**config.mk**
```make
export PLATFORM = sky130hd
export DESIGN_NAME = alr_user_master_flat
export DESIGN_NICKNAME = d
export VERILOG_FILES = /design/src/common/alrfsm_pkg.sv /design/src/common/alr_axil_if.sv /design/src/logic/alr_user_master.sv /design/src/flat_wrapper.sv
export VERILOG_INCLUDE_DIRS = /design/src /design/src/common
export SDC_FILE = /design/constraint.sdc
export NUM_CORES = 1
export LEC_CHECK = 0
export ABC_AREA = 1
export BUFFER_PORTS_ARGS = -buffer_cell sky130_fd_sc_hd__buf_2
export CAP_MARGIN = 0
export CORE_MARGIN = 2
export CORE_UTILIZATION = 45
export CTS_BUF_LIST = sky130_fd_sc_hd__clkbuf_4 sky130_fd_sc_hd__clkbuf_8
export CTS_CLUSTER_SIZE = 8
export DETAILED_ROUTE_END_ITERATION = 7
export PLACE_DENSITY_LB_ADDON = 0.15
export SLEW_MARGIN = 20
export SYNTH_ARGS = -nofsm -noshare
export SYNTH_HDL_FRONTEND = slang
export SYNTH_SLANG_ARGS = --single-unit
```
**constraint.sdc**
```tcl
create_clock -name clk_sys_in -period 1.65 [get_ports clk_sys_in]
set_input_delay 0.2475 -clock clk_sys_in [delete_from_list [all_inputs] [get_ports clk_sys_in]]
set_output_delay 0.2475 -clock clk_sys_in [all_outputs]
set_load 0.02 [all_outputs]
```
**src/common/alrfsm_defs.svh**
```systemverilog
`ifndef ALRFSM_DEFS_SVH
`define ALRFSM_DEFS_SVH

// Bus widths
`define ALR_ADDR_W 32
`define ALR_DATA_W 32
`define ALR_STRB_W 4
`define ALR_RESP_W 2

// Response codes
`define ALR_RESP_OKAY 2'h0
`define ALR_RESP_EXOKAY 2'h1
`define ALR_RESP_SLVERR 2'h2
`define ALR_RESP_DECERR 2'h3

// Word address field of a byte address
`define ALR_IDX_LSB 2
`define ALR_IDX_MSB 6

// Configuration space: word indices 0x00..0x0F, offsets 0x0000..0x003C
`define ALR_CFG_BASE 32'h0000_0000
`define ALR_CFG_WORDS 16
// Status space base
`define ALR_STAT_BASE 32'h0000_0200
`define ALR_STAT_WORDS 4
// Snapshot command register
`define ALR_TICK_ADDR 32'h0000_02B0
// Cycle count snapshot, low and high halves
`define ALR_CYC_LSB_ADDR 32'h0000_02B8
`define ALR_CYC_MSB_ADDR 32'h0000_02BC
// Event count snapshot, low and high halves
`define ALR_EVT_LSB_ADDR 32'h0000_02C0
`define ALR_EVT_MSB_ADDR 32'h0000_02C4

// Statistics counter width and saturation value; configuration reset value
`define ALR_CNT_W 48
`define ALR_CNT_MAX 48'hFFFF_FFFF_FFFF
`define ALR_CFG_RST 32'h0000_0000

`endif

```
**src/common/alrfsm_pkg.sv**
```systemverilog
package alrfsm_pkg;
    `include "alrfsm_defs.svh"
    // User side state machine states
    typedef enum logic [1:0] {
        ALR_IDLE,
        ALR_WRITE,
        ALR_READ,
        ALR_ACK
    } alr_state_t;
    // Common bus word types
    typedef logic [`ALR_ADDR_W-1:0] alr_addr_t;
    typedef logic [`ALR_DATA_W-1:0] alr_data_t;
    typedef logic [`ALR_STRB_W-1:0] alr_strb_t;
    typedef logic [`ALR_RESP_W-1:0] alr_resp_t;
endpackage

```
**src/common/alr_axil_if.sv**
```systemverilog
`timescale 1ns/100ps
// AXI4-Lite link between user master and register slave
interface alr_axil_if;
    import alrfsm_pkg::*;
    alr_addr_t awaddr;
    logic awvalid;
    logic awready;
    alr_data_t wdata;
    alr_strb_t wstrb;
    logic wvalid;
    logic wready;
    alr_resp_t bresp;
    logic bvalid;
    logic bready;
    alr_addr_t araddr;
    logic arvalid;
    logic arready;
    alr_data_t rdata;
    alr_resp_t rresp;
    logic rvalid;
    logic rready;
    // Master side
    modport master (
        output awaddr, awvalid, wdata, wstrb, wvalid, bready, araddr, arvalid, rready,
        input awready, wready, bresp, bvalid, arready, rdata, rresp, rvalid
    );
    // Slave side
    modport slave (
        input awaddr, awvalid, wdata, wstrb, wvalid, bready, araddr, arvalid, rready,
        output awready, wready, bresp, bvalid, arready, rdata, rresp, rvalid
    );
endinterface

```
**src/logic/alr_user_master.sv**
```systemverilog
`timescale 1ns/100ps
`include "alrfsm_defs.svh"
// Behaviour
// - Idle; read request first, then write
// - Write state drives address, data, strobes
// - Leave write on response handshake
// - Error response code raises write error
// - Read state drives address; leave on handshake
// - Error response code raises read error
// - Acknowledge lasts one cycle, returns idle
// - Response codes OKAY EXOKAY SLVERR DECERR
// - AXI clock, asynchronous active-low reset; slave reset synchronous active-high
// - 32-bit address and data, 4-bit strobe
// - Read ready only when data acceptable
// - Reconfig reset around port access, await alignment
// - Every control settable through configuration registers
// - Every status value readable by address
// - Unassigned holes answer with error
// - Tick write snapshots and clears accumulators
// - 48-bit saturating counters hold until tick
module alr_user_master (
    input wire logic clk_sys_in,
    input wire logic resetn_in,
    input wire logic user_read_req_in,
    input wire logic user_write_req_in,
    input wire alrfsm_pkg::alr_addr_t user_addr_in,
    input wire alrfsm_pkg::alr_data_t user_wdata_in,
    input wire alrfsm_pkg::alr_strb_t user_wstrb_in,
    input wire logic user_reconfig_start_in,
    input wire logic user_reconfig_done_in,
    input wire logic rx_aligned_in,
    output logic user_busy_out,
    output logic user_ack_out,
    output logic user_write_err_out,
    output logic user_read_err_out,
    output alrfsm_pkg::alr_data_t user_rdata_out,
    output logic core_reconfig_reset_out,
    output logic reconfig_ready_out,
    alr_axil_if.master axi
);
    import alrfsm_pkg::*;

    // State, progress and payload registers
    alr_state_t state_r; // Current state
    alr_state_t state_nxt; // Next state
    logic aw_done_r; // Write address accepted
    logic w_done_r; // Write data accepted
    logic ar_done_r; // Read address accepted
    logic wr_err_r; // Sticky-until-next-request write error
    logic rd_err_r; // Read error
    alr_data_t rdata_r; // Captured read data
    alr_addr_t addr_r; // Latched request address
    alr_data_t wdata_r; // Latched write data
    alr_strb_t wstrb_r; // Latched strobes
    logic recfg_rst_r; // Core reconfiguration reset
    logic wait_align_r; // Waiting for alignment after reconfig

    // Handshake and decision wires
    wire b_fire = axi.bvalid & axi.bready;
    wire r_fire = axi.rvalid & axi.rready;
    // Requests are held off while the link realigns
    wire req_open = ~wait_align_r;
    // Start of a new transfer, payload and flags reload here
    wire start_xfer = (state_r == ALR_IDLE) && (state_nxt != ALR_IDLE);
    // Slave error codes
    wire is_err_b = (axi.bresp == `ALR_RESP_SLVERR) || (axi.bresp == `ALR_RESP_DECERR);
    wire is_err_r = (axi.rresp == `ALR_RESP_SLVERR) || (axi.rresp == `ALR_RESP_DECERR);

    // Next state decode
    always_comb begin
        // Stay put unless a branch below moves on
        state_nxt = state_r;
        case (state_r)
            ALR_IDLE: begin
                // Read wins over write; nothing taken while realigning
                if (req_open && user_read_req_in) begin
                    state_nxt = ALR_READ;
                end else if (req_open && user_write_req_in) begin
                    state_nxt = ALR_WRITE;
                end
            end
            // Wait for the write response handshake
            ALR_WRITE: begin
                if (b_fire) begin
                    state_nxt = ALR_ACK;
                end
            end
            // Wait for the read data handshake
            ALR_READ: begin
                if (r_fire) begin
                    state_nxt = ALR_ACK;
                end
            end
            // One cycle acknowledge
            ALR_ACK: state_nxt = ALR_IDLE;
            // Unused encoding recovers to idle
            default: state_nxt = ALR_IDLE;
        endcase
    end

    // Master outputs; valids held until handshake
    // Write channels
    assign axi.awvalid = (state_r == ALR_WRITE) & ~aw_done_r;
    assign axi.wvalid = (state_r == ALR_WRITE) & ~w_done_r;
    assign axi.awaddr = addr_r;
    assign axi.wdata = wdata_r;
    assign axi.wstrb = wstrb_r;
    // Response taken as soon as it shows
    assign axi.bready = (state_r == ALR_WRITE);
    // Read channels
    assign axi.arvalid = (state_r == ALR_READ) & ~ar_done_r;
    assign axi.araddr = addr_r;
    assign axi.rready = (state_r == ALR_READ);

    // User side status; busy also covers realignment
    assign user_busy_out = (state_r != ALR_IDLE) | wait_align_r;
    // Acknowledge pulse and sticky errors
    assign user_ack_out = (state_r == ALR_ACK);
    assign user_write_err_out = wr_err_r;
    assign user_read_err_out = rd_err_r;
    assign user_rdata_out = rdata_r;
    // Reconfiguration status
    assign core_reconfig_reset_out = recfg_rst_r;
    assign reconfig_ready_out = recfg_rst_r & (state_r == ALR_IDLE);

    // State register
    // Asynchronous reset parks the machine in idle
    always_ff @(posedge clk_sys_in or negedge resetn_in) begin
        if (!resetn_in) begin
            state_r <= ALR_IDLE;
        end else begin
            state_r <= state_nxt;
        end
    end

    // Channel progress flags
    // Keeps each valid low once its channel has fired
    always_ff @(posedge clk_sys_in or negedge resetn_in) begin
        if (!resetn_in) begin
            aw_done_r <= 1'b0;
            w_done_r <= 1'b0;
            ar_done_r <= 1'b0;
        end else if (state_r == ALR_IDLE) begin
            // Cleared between transfers
            aw_done_r <= 1'b0;
            w_done_r <= 1'b0;
            ar_done_r <= 1'b0;
        end else begin
            // Latch each accepted channel
            aw_done_r <= aw_done_r | (axi.awvalid & axi.awready);
            w_done_r <= w_done_r | (axi.wvalid & axi.wready);
            ar_done_r <= ar_done_r | (axi.arvalid & axi.arready);
        end
    end

    // Request payload capture at start
    // Payload frozen for the whole transfer
    always_ff @(posedge clk_sys_in or negedge resetn_in) begin
        if (!resetn_in) begin
            addr_r <= '0;
            wdata_r <= '0;
            wstrb_r <= '0;
        end else if (start_xfer) begin
            addr_r <= user_addr_in;
            wdata_r <= user_wdata_in;
            wstrb_r <= user_wstrb_in;
        end
    end

    // Error flags and read data
    // Read data kept until the next read completes
    always_ff @(posedge clk_sys_in or negedge resetn_in) begin
        if (!resetn_in) begin
            wr_err_r <= 1'b0;
            rd_err_r <= 1'b0;
            rdata_r <= '0;
        end else if (start_xfer) begin
            // Fresh request clears both flags
            wr_err_r <= 1'b0;
            rd_err_r <= 1'b0;
        end else if (state_r == ALR_WRITE && b_fire) begin
            wr_err_r <= is_err_b;
        end else if (state_r == ALR_READ && r_fire) begin
            rd_err_r <= is_err_r;
            rdata_r <= axi.rdata;
        end
    end

    // Reconfiguration reset sequence
    // Reset drops only with the machine idle, so no access is cut
    always_ff @(posedge clk_sys_in or negedge resetn_in) begin
        if (!resetn_in) begin
            recfg_rst_r <= 1'b0;
            wait_align_r <= 1'b0;
        end else if (user_reconfig_start_in) begin
            // Start: hold the core in reset
            recfg_rst_r <= 1'b1;
            wait_align_r <= 1'b0;
        end else if (recfg_rst_r && user_reconfig_done_in && state_r == ALR_IDLE) begin
            // Done: release reset and await alignment
            recfg_rst_r <= 1'b0;
            wait_align_r <= 1'b1;
        end else if (wait_align_r && rx_aligned_in) begin
            // Aligned: requests open again
            wait_align_r <= 1'b0;
        end
    end
endmodule

```
**src/flat_wrapper.sv**
```systemverilog
// flat-port wrapper written by rule: the top's interface ports become plain ports
module alr_user_master_flat import alrfsm_pkg::*;
  (clk_sys_in, resetn_in, user_read_req_in, user_write_req_in, user_addr_in, user_wdata_in, user_wstrb_in, user_reconfig_start_in, user_reconfig_done_in, rx_aligned_in, user_busy_out, user_ack_out, user_write_err_out, user_read_err_out, user_rdata_out, core_reconfig_reset_out, reconfig_ready_out, axi_awaddr, axi_awvalid, axi_wdata, axi_wstrb, axi_wvalid, axi_bready, axi_araddr, axi_arvalid, axi_rready, axi_awready, axi_wready, axi_bresp, axi_bvalid, axi_arready, axi_rdata, axi_rresp, axi_rvalid);
  alr_axil_if axi_i ();
  input wire logic clk_sys_in;
  input wire logic resetn_in;
  input wire logic user_read_req_in;
  input wire logic user_write_req_in;
  input wire alrfsm_pkg::alr_addr_t user_addr_in;
  input wire alrfsm_pkg::alr_data_t user_wdata_in;
  input wire alrfsm_pkg::alr_strb_t user_wstrb_in;
  input wire logic user_reconfig_start_in;
  input wire logic user_reconfig_done_in;
  input wire logic rx_aligned_in;
  output logic user_busy_out;
  output logic user_ack_out;
  output logic user_write_err_out;
  output logic user_read_err_out;
  output alrfsm_pkg::alr_data_t user_rdata_out;
  output logic core_reconfig_reset_out;
  output logic reconfig_ready_out;
  output wire logic [$bits(axi_i.awaddr)-1:0] axi_awaddr;
  output wire logic [$bits(axi_i.awvalid)-1:0] axi_awvalid;
  output wire logic [$bits(axi_i.wdata)-1:0] axi_wdata;
  output wire logic [$bits(axi_i.wstrb)-1:0] axi_wstrb;
  output wire logic [$bits(axi_i.wvalid)-1:0] axi_wvalid;
  output wire logic [$bits(axi_i.bready)-1:0] axi_bready;
  output wire logic [$bits(axi_i.araddr)-1:0] axi_araddr;
  output wire logic [$bits(axi_i.arvalid)-1:0] axi_arvalid;
  output wire logic [$bits(axi_i.rready)-1:0] axi_rready;
  input wire logic [$bits(axi_i.awready)-1:0] axi_awready;
  input wire logic [$bits(axi_i.wready)-1:0] axi_wready;
  input wire logic [$bits(axi_i.bresp)-1:0] axi_bresp;
  input wire logic [$bits(axi_i.bvalid)-1:0] axi_bvalid;
  input wire logic [$bits(axi_i.arready)-1:0] axi_arready;
  input wire logic [$bits(axi_i.rdata)-1:0] axi_rdata;
  input wire logic [$bits(axi_i.rresp)-1:0] axi_rresp;
  input wire logic [$bits(axi_i.rvalid)-1:0] axi_rvalid;
  assign axi_awaddr = axi_i.awaddr;
  assign axi_awvalid = axi_i.awvalid;
  assign axi_wdata = axi_i.wdata;
  assign axi_wstrb = axi_i.wstrb;
  assign axi_wvalid = axi_i.wvalid;
  assign axi_bready = axi_i.bready;
  assign axi_araddr = axi_i.araddr;
  assign axi_arvalid = axi_i.arvalid;
  assign axi_rready = axi_i.rready;
  assign axi_i.awready = axi_awready;
  assign axi_i.wready = axi_wready;
  assign axi_i.bresp = axi_bresp;
  assign axi_i.bvalid = axi_bvalid;
  assign axi_i.arready = axi_arready;
  assign axi_i.rdata = axi_rdata;
  assign axi_i.rresp = axi_rresp;
  assign axi_i.rvalid = axi_rvalid;
  alr_user_master u_core (.clk_sys_in(clk_sys_in), .resetn_in(resetn_in), .user_read_req_in(user_read_req_in), .user_write_req_in(user_write_req_in), .user_addr_in(user_addr_in), .user_wdata_in(user_wdata_in), .user_wstrb_in(user_wstrb_in), .user_reconfig_start_in(user_reconfig_start_in), .user_reconfig_done_in(user_reconfig_done_in), .rx_aligned_in(rx_aligned_in), .user_busy_out(user_busy_out), .user_ack_out(user_ack_out), .user_write_err_out(user_write_err_out), .user_read_err_out(user_read_err_out), .user_rdata_out(user_rdata_out), .core_reconfig_reset_out(core_reconfig_reset_out), .reconfig_ready_out(reconfig_ready_out), .axi(axi_i));
endmodule
```
Word level (Yosys, flattened, before mapping). Index checks and enable logic that the tools add are counted.

Bits in registers: 109. Bits in latches: 0. Memory bits (writable): 0. Bits in read-only memories: 0. Input bits: 116. Output and inout bits: 143. Word-level logic and storage cells: 76. Memories: 0.

Add/sub/neg operators: 0. Multiply operators: 0. Divide/modulo/power cells: 0. Magnitude comparators: 0. Eq/ne operators: 8. Shift operators: 0. Muxes and demuxes: 18. Bitwise gates (word level): 19. Reduce and logical (&&, ||, !) cells: 19.

Operator list (count): $mux 1 (13); $eq 2x2->1 const B (6); $reduce_bool 2->1 (5); $and 1x1->1 (9); $logic_and 1x1->1 (8); $mux 2 (4); $pmux 2 s4 (1); $not 1->1 (6); $or 1x1->1 (4); $reduce_and 3->1 (1); $reduce_bool 3->1 (1); $eq 2x1->1 const B (1); $logic_not 2->1 (1); $logic_or 1x1->1 (2); $ne 2x1->1 const B (1); $reduce_and 2->1 (1).

Longest topological paths before layout.
Depth after elaboration: 9. Gate-level depth with buffers: 12. Mapped depth without buffers: 9.

Worst setup path after synthesis. Ideal clock, no wire load.

Path type: register to register. Start: register u_core.state_r[0]. End: register u_core.addr_r[30] (netlist: u_core.axi.araddr[30]). Library setup time: 116 ps. Arrival: 1404 ps. Required time: 1534 ps. Setup slack: 129 ps. Cell stages (with the launch flop): 12. Path buffers: 3. Clock period less this slack: 1521 ps. Cell sequence: dfrtp_1 > buf_2 > inv_1 > nand3_2 > nand2_1 > inv_2 > nand3_2 > nand2_2 > buf_4 > buf_2 > nand2_1 > nand2_1.

Cells in the longest elaborated chain, start to end: 6. Elaborated cells on any way between the ends: 13. Those cells by class: 3 x eq/ne; 5 x mux; 2 x bitwise; 3 x reduce/logical.

Ends and longest elaborated chain: start, declared (RTL line alr_user_master.sv:44) `alr_state_t state_r;`; start signal, assigned (RTL line alr_user_master.sv:132) `state_r <= state_nxt;`; $eq 2x2->1 or $eq 2x1->1 (tied branches) (RTL line alr_user_master.sv:73, alr_user_master.sv:113, alr_user_master.sv:109); $and 1x1->1, on equally long branches (RTL line alr_user_master.sv:60, alr_user_master.sv:59); $mux 2, on equally long branches (RTL line alr_user_master.sv:90, alr_user_master.sv:84); $pmux 2 s4 (RTL line alr_user_master.sv:73) `case (state_r)`; $reduce_bool 2->1 (RTL line alr_user_master.sv:64) `wire start_xfer = (state_r == ALR_IDLE) && (state_nxt != ALR_IDLE);`; $logic_and 1x1->1 (*) (RTL line alr_user_master.sv:64); end signal, assigned (RTL line alr_user_master.sv:164) `addr_r <= user_addr_in;`; end, declared (RTL line alr_user_master.sv:52) `alr_addr_t addr_r;`.

Every way passes the cells marked *; elsewhere a longest branch is shown, timed or not. A chain may end at the register's enable or synchronous reset.

Worst setup path in the final report.
Start: register u_core.state_r[0]. End: output axi_bready.

Cells in the longest elaborated chain, start to end: 1.

Ends and longest elaborated chain: $eq 2x1->1 (RTL line alr_user_master.sv:109) `assign axi.bready = (state_r == ALR_WRITE);`; end, declared (RTL line flat_wrapper.sv:27) `output wire logic [$bits(axi_i.bready)-1:0] axi_bready;`.

Every way passes these cells.

==> impl.org <==
** Floorplan
- For this configuration, the core starts out at a cell density of 45.8%.
- I/O pins :: 259
- After floorplanning, the core was sized to cover 9680 µm².
- Die X :: 103 µm
- The die covers 10700 µm².
- Die height :: 103 µm
- Number of rows created at floorplan :: 36

** Route
- For this block, the via count after detailed routing is 4010.
- In the routed design, unresolved DRC markers number 0.
- After detailed routing, the total wire length is 11900 µm.
- After detailed routing, the average wire length per cell comes to 13.5 µm.
- Detailed-router iteration count before antenna repair :: 4
- The detailed router finished its first iteration with 144 violations.
- After detailed routing, the number of vias per cell comes to 4.56.
- The detail route stage leaves a number of antenna-violating nets equal to 0.

** GRT
- The total overflow left after global routing is 0.
- Entering global routing, the biggest net connects 66 pins.
- The initial antenna violation count was 0.
- Via count of the first global-routing pass :: 3646
- The first global-routing pass estimated 17000 µm of wire.
- GRT Overall Usage :: 20.4%

** STA
- The routed design could run at a clock period as short as 1580 ps.
- Adding up every negative setup slack in the final design gives 0 ps.
- Number of hold-slack violations in the final timing report :: 0
- The final max-slew violation count was 0.
- Unrepaired setup endpoints after global routing :: yes
- Count of endpoints failing setup in the final report :: 0
- At the pin with the least slew margin, the transition time is 411 ps.
- Dividing the final minimum period by the clock period gives 95.7%.
- Headroom to the max-slew limit came out at 72.6%.
- Worst clock skew :: 9.90 ps
- Worst Hold Slack :: 42.0 ps
- Derived from the worst setup path, the maximum achievable clock frequency is 0.633 GHz.

** Clocking
- Clock-pin transition on the worst setup and hold timing paths :: 100 ps
- Source-to-sink clock delay at the later pin of the worst-skew pair :: 360 ps
- Counting along the longest clock path gives a buffer depth of 2.
- Clock tree from TritonCTS :: yes
- For this design, the sink count on the clock tree is 109.
- H-tree levels :: 3
- Clock Tree Root :: sky130_fd_sc_hd__clkbuf_8
- Cts bufs inserted :: 9

** Final layout
- Number of diodes :: 0
- The finished cells cover 6070 µm².
- Across the whole layout, storage elements account for 2730 µm².
- Once layout is complete, the utilization of the core stands at 62.7%.
- Counting the fill cells in the layout gives 867.
- Fraction of final layout cells with drive strength greater than 1 :: 40.8%
- Multi-input gate area :: 1340 µm²
- Area Overhead vs Synth :: 37.0%
- Total number of nets in the final design :: 859
- Post-route non-filler standard cell count :: 880

** Critical path
- Data on the critical path is required at its endpoint by 1400 ps.
- Cell Chain, Critical Path :: buf_6 > nand2_2 > buf_6 > inv_1 > buf_4
- Most frequent cell on the critical path :: sky130_fd_sc_hd__buf_6
- Kind of critical path :: reg -> out
- Arrival time of data at the critical path endpoint :: 1330 ps
- Kind of launch point of the worst setup path :: flip-flop
- Worst setup EP type :: output port
- Counting cells, the worst reg-to-reg path comes to 9.
- Worst path max stage delay :: 460 ps
- Maximum net fanout on the critical path :: 4
- The slowest stage of the critical path is the sky130_fd_sc_hd__dfrtp_2 cell.

** Power and ir drop
- Registers are responsible for 34.4% of the overall power.
- Combinational logic burns 52.7% of the power.
- Pwr dens :: 2260 nW/µm²
- Net switching is 46.4% of the power.
- Of the total power, the clock network draws 12.9%.
- Static leakage :: 3.68 nW
- The internal portion of the total power is 7.36 mW.
- VDD sags by at most 0.000965 V.
- Switching pwr :: 6.37 mW

** Synth
- Number of warnings printed during yosys synthesis :: 0
- The share of synthesized area in the top cell type comes to 61.5%.
- Summing the areas of all fa, ha and maj instances in the mapped netlist gives 0% of the synthesized area.
- The number of nets handed over by synthesis was 625.
- The mapped netlist covers 4430 µm².
- The biggest area contributor in the post-synthesis netlist is sky130_fd_sc_hd__dfrtp_1.
- Synthesis instantiated 20 different standard cells from the library.
- Of the post-synthesis cell area, the part taken by muxes is 0%.
- Combinational family with the most area after synthesis :: simple AND/OR/NAND/NOR gates
- Synthesis produced 509 cells.
- Share of synthesized area occupied by flip-flops and latches :: 61.5%
- Of the total synthesized cell area, the portion taken by XOR and XNOR cells is 0%.
- The synthesized netlist devotes 1.02% of its cell area to compound gates.
- Synthesis inferred 109 register bits.
- In the post-synthesis netlist, the biggest area contributors are sky130_fd_sc_hd__dfrtp_1, sky130_fd_sc_hd__nand2_1, sky130_fd_sc_hd__buf_4.
- Summing the areas of all and, or, nand and nor instances in the mapped netlist gives 28.6% of the synthesized area.
- The average instance in the mapped netlist occupies 8.71 µm².

** Outcome
- Outcome :: finished clean

** Run
- Max-cap violations in this run came to 0.

** Place
- Routability cong. :: 0.776
- Buffers placed on the I/O ports in this run total 256.
- Once detailed placement completed, the half-perimeter wirelength came to 8320 µm.
- The placed instances occupy a cell area of 5690 µm².
- The number of placed instances, taps included, is 858.

** Hold path
- The worst hold path passes through 2 cells.
- The path class of the tightest hold or removal check is in -> reg.
## layout by cell type, fill, tap and decap left out, types with 2 or more instances in the layout
cell type,n
sky130_fd_sc_hd__nand3_2,2
sky130_fd_sc_hd__clkbuf_8,10
sky130_fd_sc_hd__o21ai_0,2
sky130_fd_sc_hd__buf_2,250
sky130_fd_sc_hd__buf_12,6
sky130_fd_sc_hd__bufinv_16,2
sky130_fd_sc_hd__inv_4,2
sky130_fd_sc_hd__inv_1,8
sky130_fd_sc_hd__buf_4,13
sky130_fd_sc_hd__buf_6,4
sky130_fd_sc_hd__nor2_2,2
sky130_fd_sc_hd__a21oi_1,4
sky130_fd_sc_hd__nor2_1,5
sky130_fd_sc_hd__dfrtp_1,107
sky130_fd_sc_hd__dfrtp_2,2
sky130_fd_sc_hd__clkbuf_16,2
sky130_fd_sc_hd__nand2_1,310
sky130_fd_sc_hd__nand3_1,2
## final timing paths
check | from | endpoint | slack, ps
max in group asynchronous | resetn_in | u_core.user_rdata_out[17] | 780
max reg2reg | u_core.state_r[1] | u_core.axi.wdata[21] | 90
max | u_core.state_r[0] | axi_bready | 70
min in group asynchronous | resetn_in | u_core.axi.araddr[21] | 350
min reg2reg | u_core.user_rdata_out[5] | u_core.user_rdata_out[5] | 480
min | user_reconfig_start_in | u_core.wait_align_r | 40
## power groups by stage
stage	clock network [mW]	registers, mW	logic [mW]
final	1.78	4.72	7.24
after global routing	1.92	4.90	8.01
after CTS	1.83	4.71	6.92
after detailed placement	0	4.73	6.88
after global placement	0	4.67	6.74
after floorplan	0	6.17	3.37
## worst max-delay path, delay by kind of cell, from the launching register on
family	cells	cell delay, ps
flip-flops	1	460
buffers and inverters	4	450
AND/OR/NAND/NOR	1	70
## through the flow
step	setup WS [ps]	power, mW
floorplan	129	9.54
detailed placement	-19.8	11.6
global route	-5.36	14.8
CTS	12.2	13.5
finish	70.5	13.7
global placement	65.2	11.4
## registers in the layout, summed over array words and instances (netlist names)
| name | flops |
|---|---|
| u_core.user_rdata_out | 32 |
| u_core.ar_done_r | 1 |
| u_core.core_reconfig_reset_out | 1 |
| u_core.aw_done_r | 1 |
| u_core.wait_align_r | 1 |
| u_core.user_read_err_out | 1 |
| u_core.axi.araddr | 32 |
| u_core.axi.wstrb | 4 |
| u_core.w_done_r | 1 |
| u_core.axi.wdata | 32 |
| u_core.user_write_err_out | 1 |
| u_core.state_r | 2 |
## cell type report
class / count / area share, %
flip-flops and latches: 109 / 45.0
repair buffers: 276 / 25.9
multi-input cells: 336 / 22.0
well taps: 133 / 2.74
clock buffers: 11 / 2.39
clock inverters: 4 / 1.19
inverters: 11 / 0.762
## synthesized netlist by cell type
master	instances
sky130_fd_sc_hd__o21ai_0	2
sky130_fd_sc_hd__nand3_2	2
sky130_fd_sc_hd__nand2_1	310
sky130_fd_sc_hd__a21o_1	1
sky130_fd_sc_hd__a21oi_1	4
sky130_fd_sc_hd__dfrtp_1	109
sky130_fd_sc_hd__nor2_1	7
sky130_fd_sc_hd__buf_4	34
sky130_fd_sc_hd__inv_2	3
sky130_fd_sc_hd__inv_1	8
sky130_fd_sc_hd__buf_6	2
sky130_fd_sc_hd__nand3_1	3
sky130_fd_sc_hd__nor3_1	1
sky130_fd_sc_hd__and2_1	1
sky130_fd_sc_hd__nand2_2	2
sky130_fd_sc_hd__a22oi_1	1
sky130_fd_sc_hd__or2_2	1
sky130_fd_sc_hd__clkbuf_1	8
sky130_fd_sc_hd__buf_2	9
sky130_fd_sc_hd__nor2_4	1
## cells by family (layout without fill, tap and decap cells)
kind of cell           count (synthesis)  after routing
buffers and inverters                 64            302
AO/OA/AOI/OAI                          8              8
flip-flops                           109            109
AND/OR/NAND/NOR                      328            328
## per-layer routing
layer	share of wire [%]	global-route usage (%)
met1	40	24.0
met2	51	35.0
met3	7.0	5.51
met4	2.0	9.51
met5	0	0
## what timing repair did
item,in CTS,in global routing
hold buffers,1,0
pin swaps,1,1
cloned,0,3
hold endpoints to repair,26,0
resized for setup,6,15
setup buffers,1,3
endpoints found under the setup margin,67,92
No activity file was read; power rests on OpenSTA's default activity.
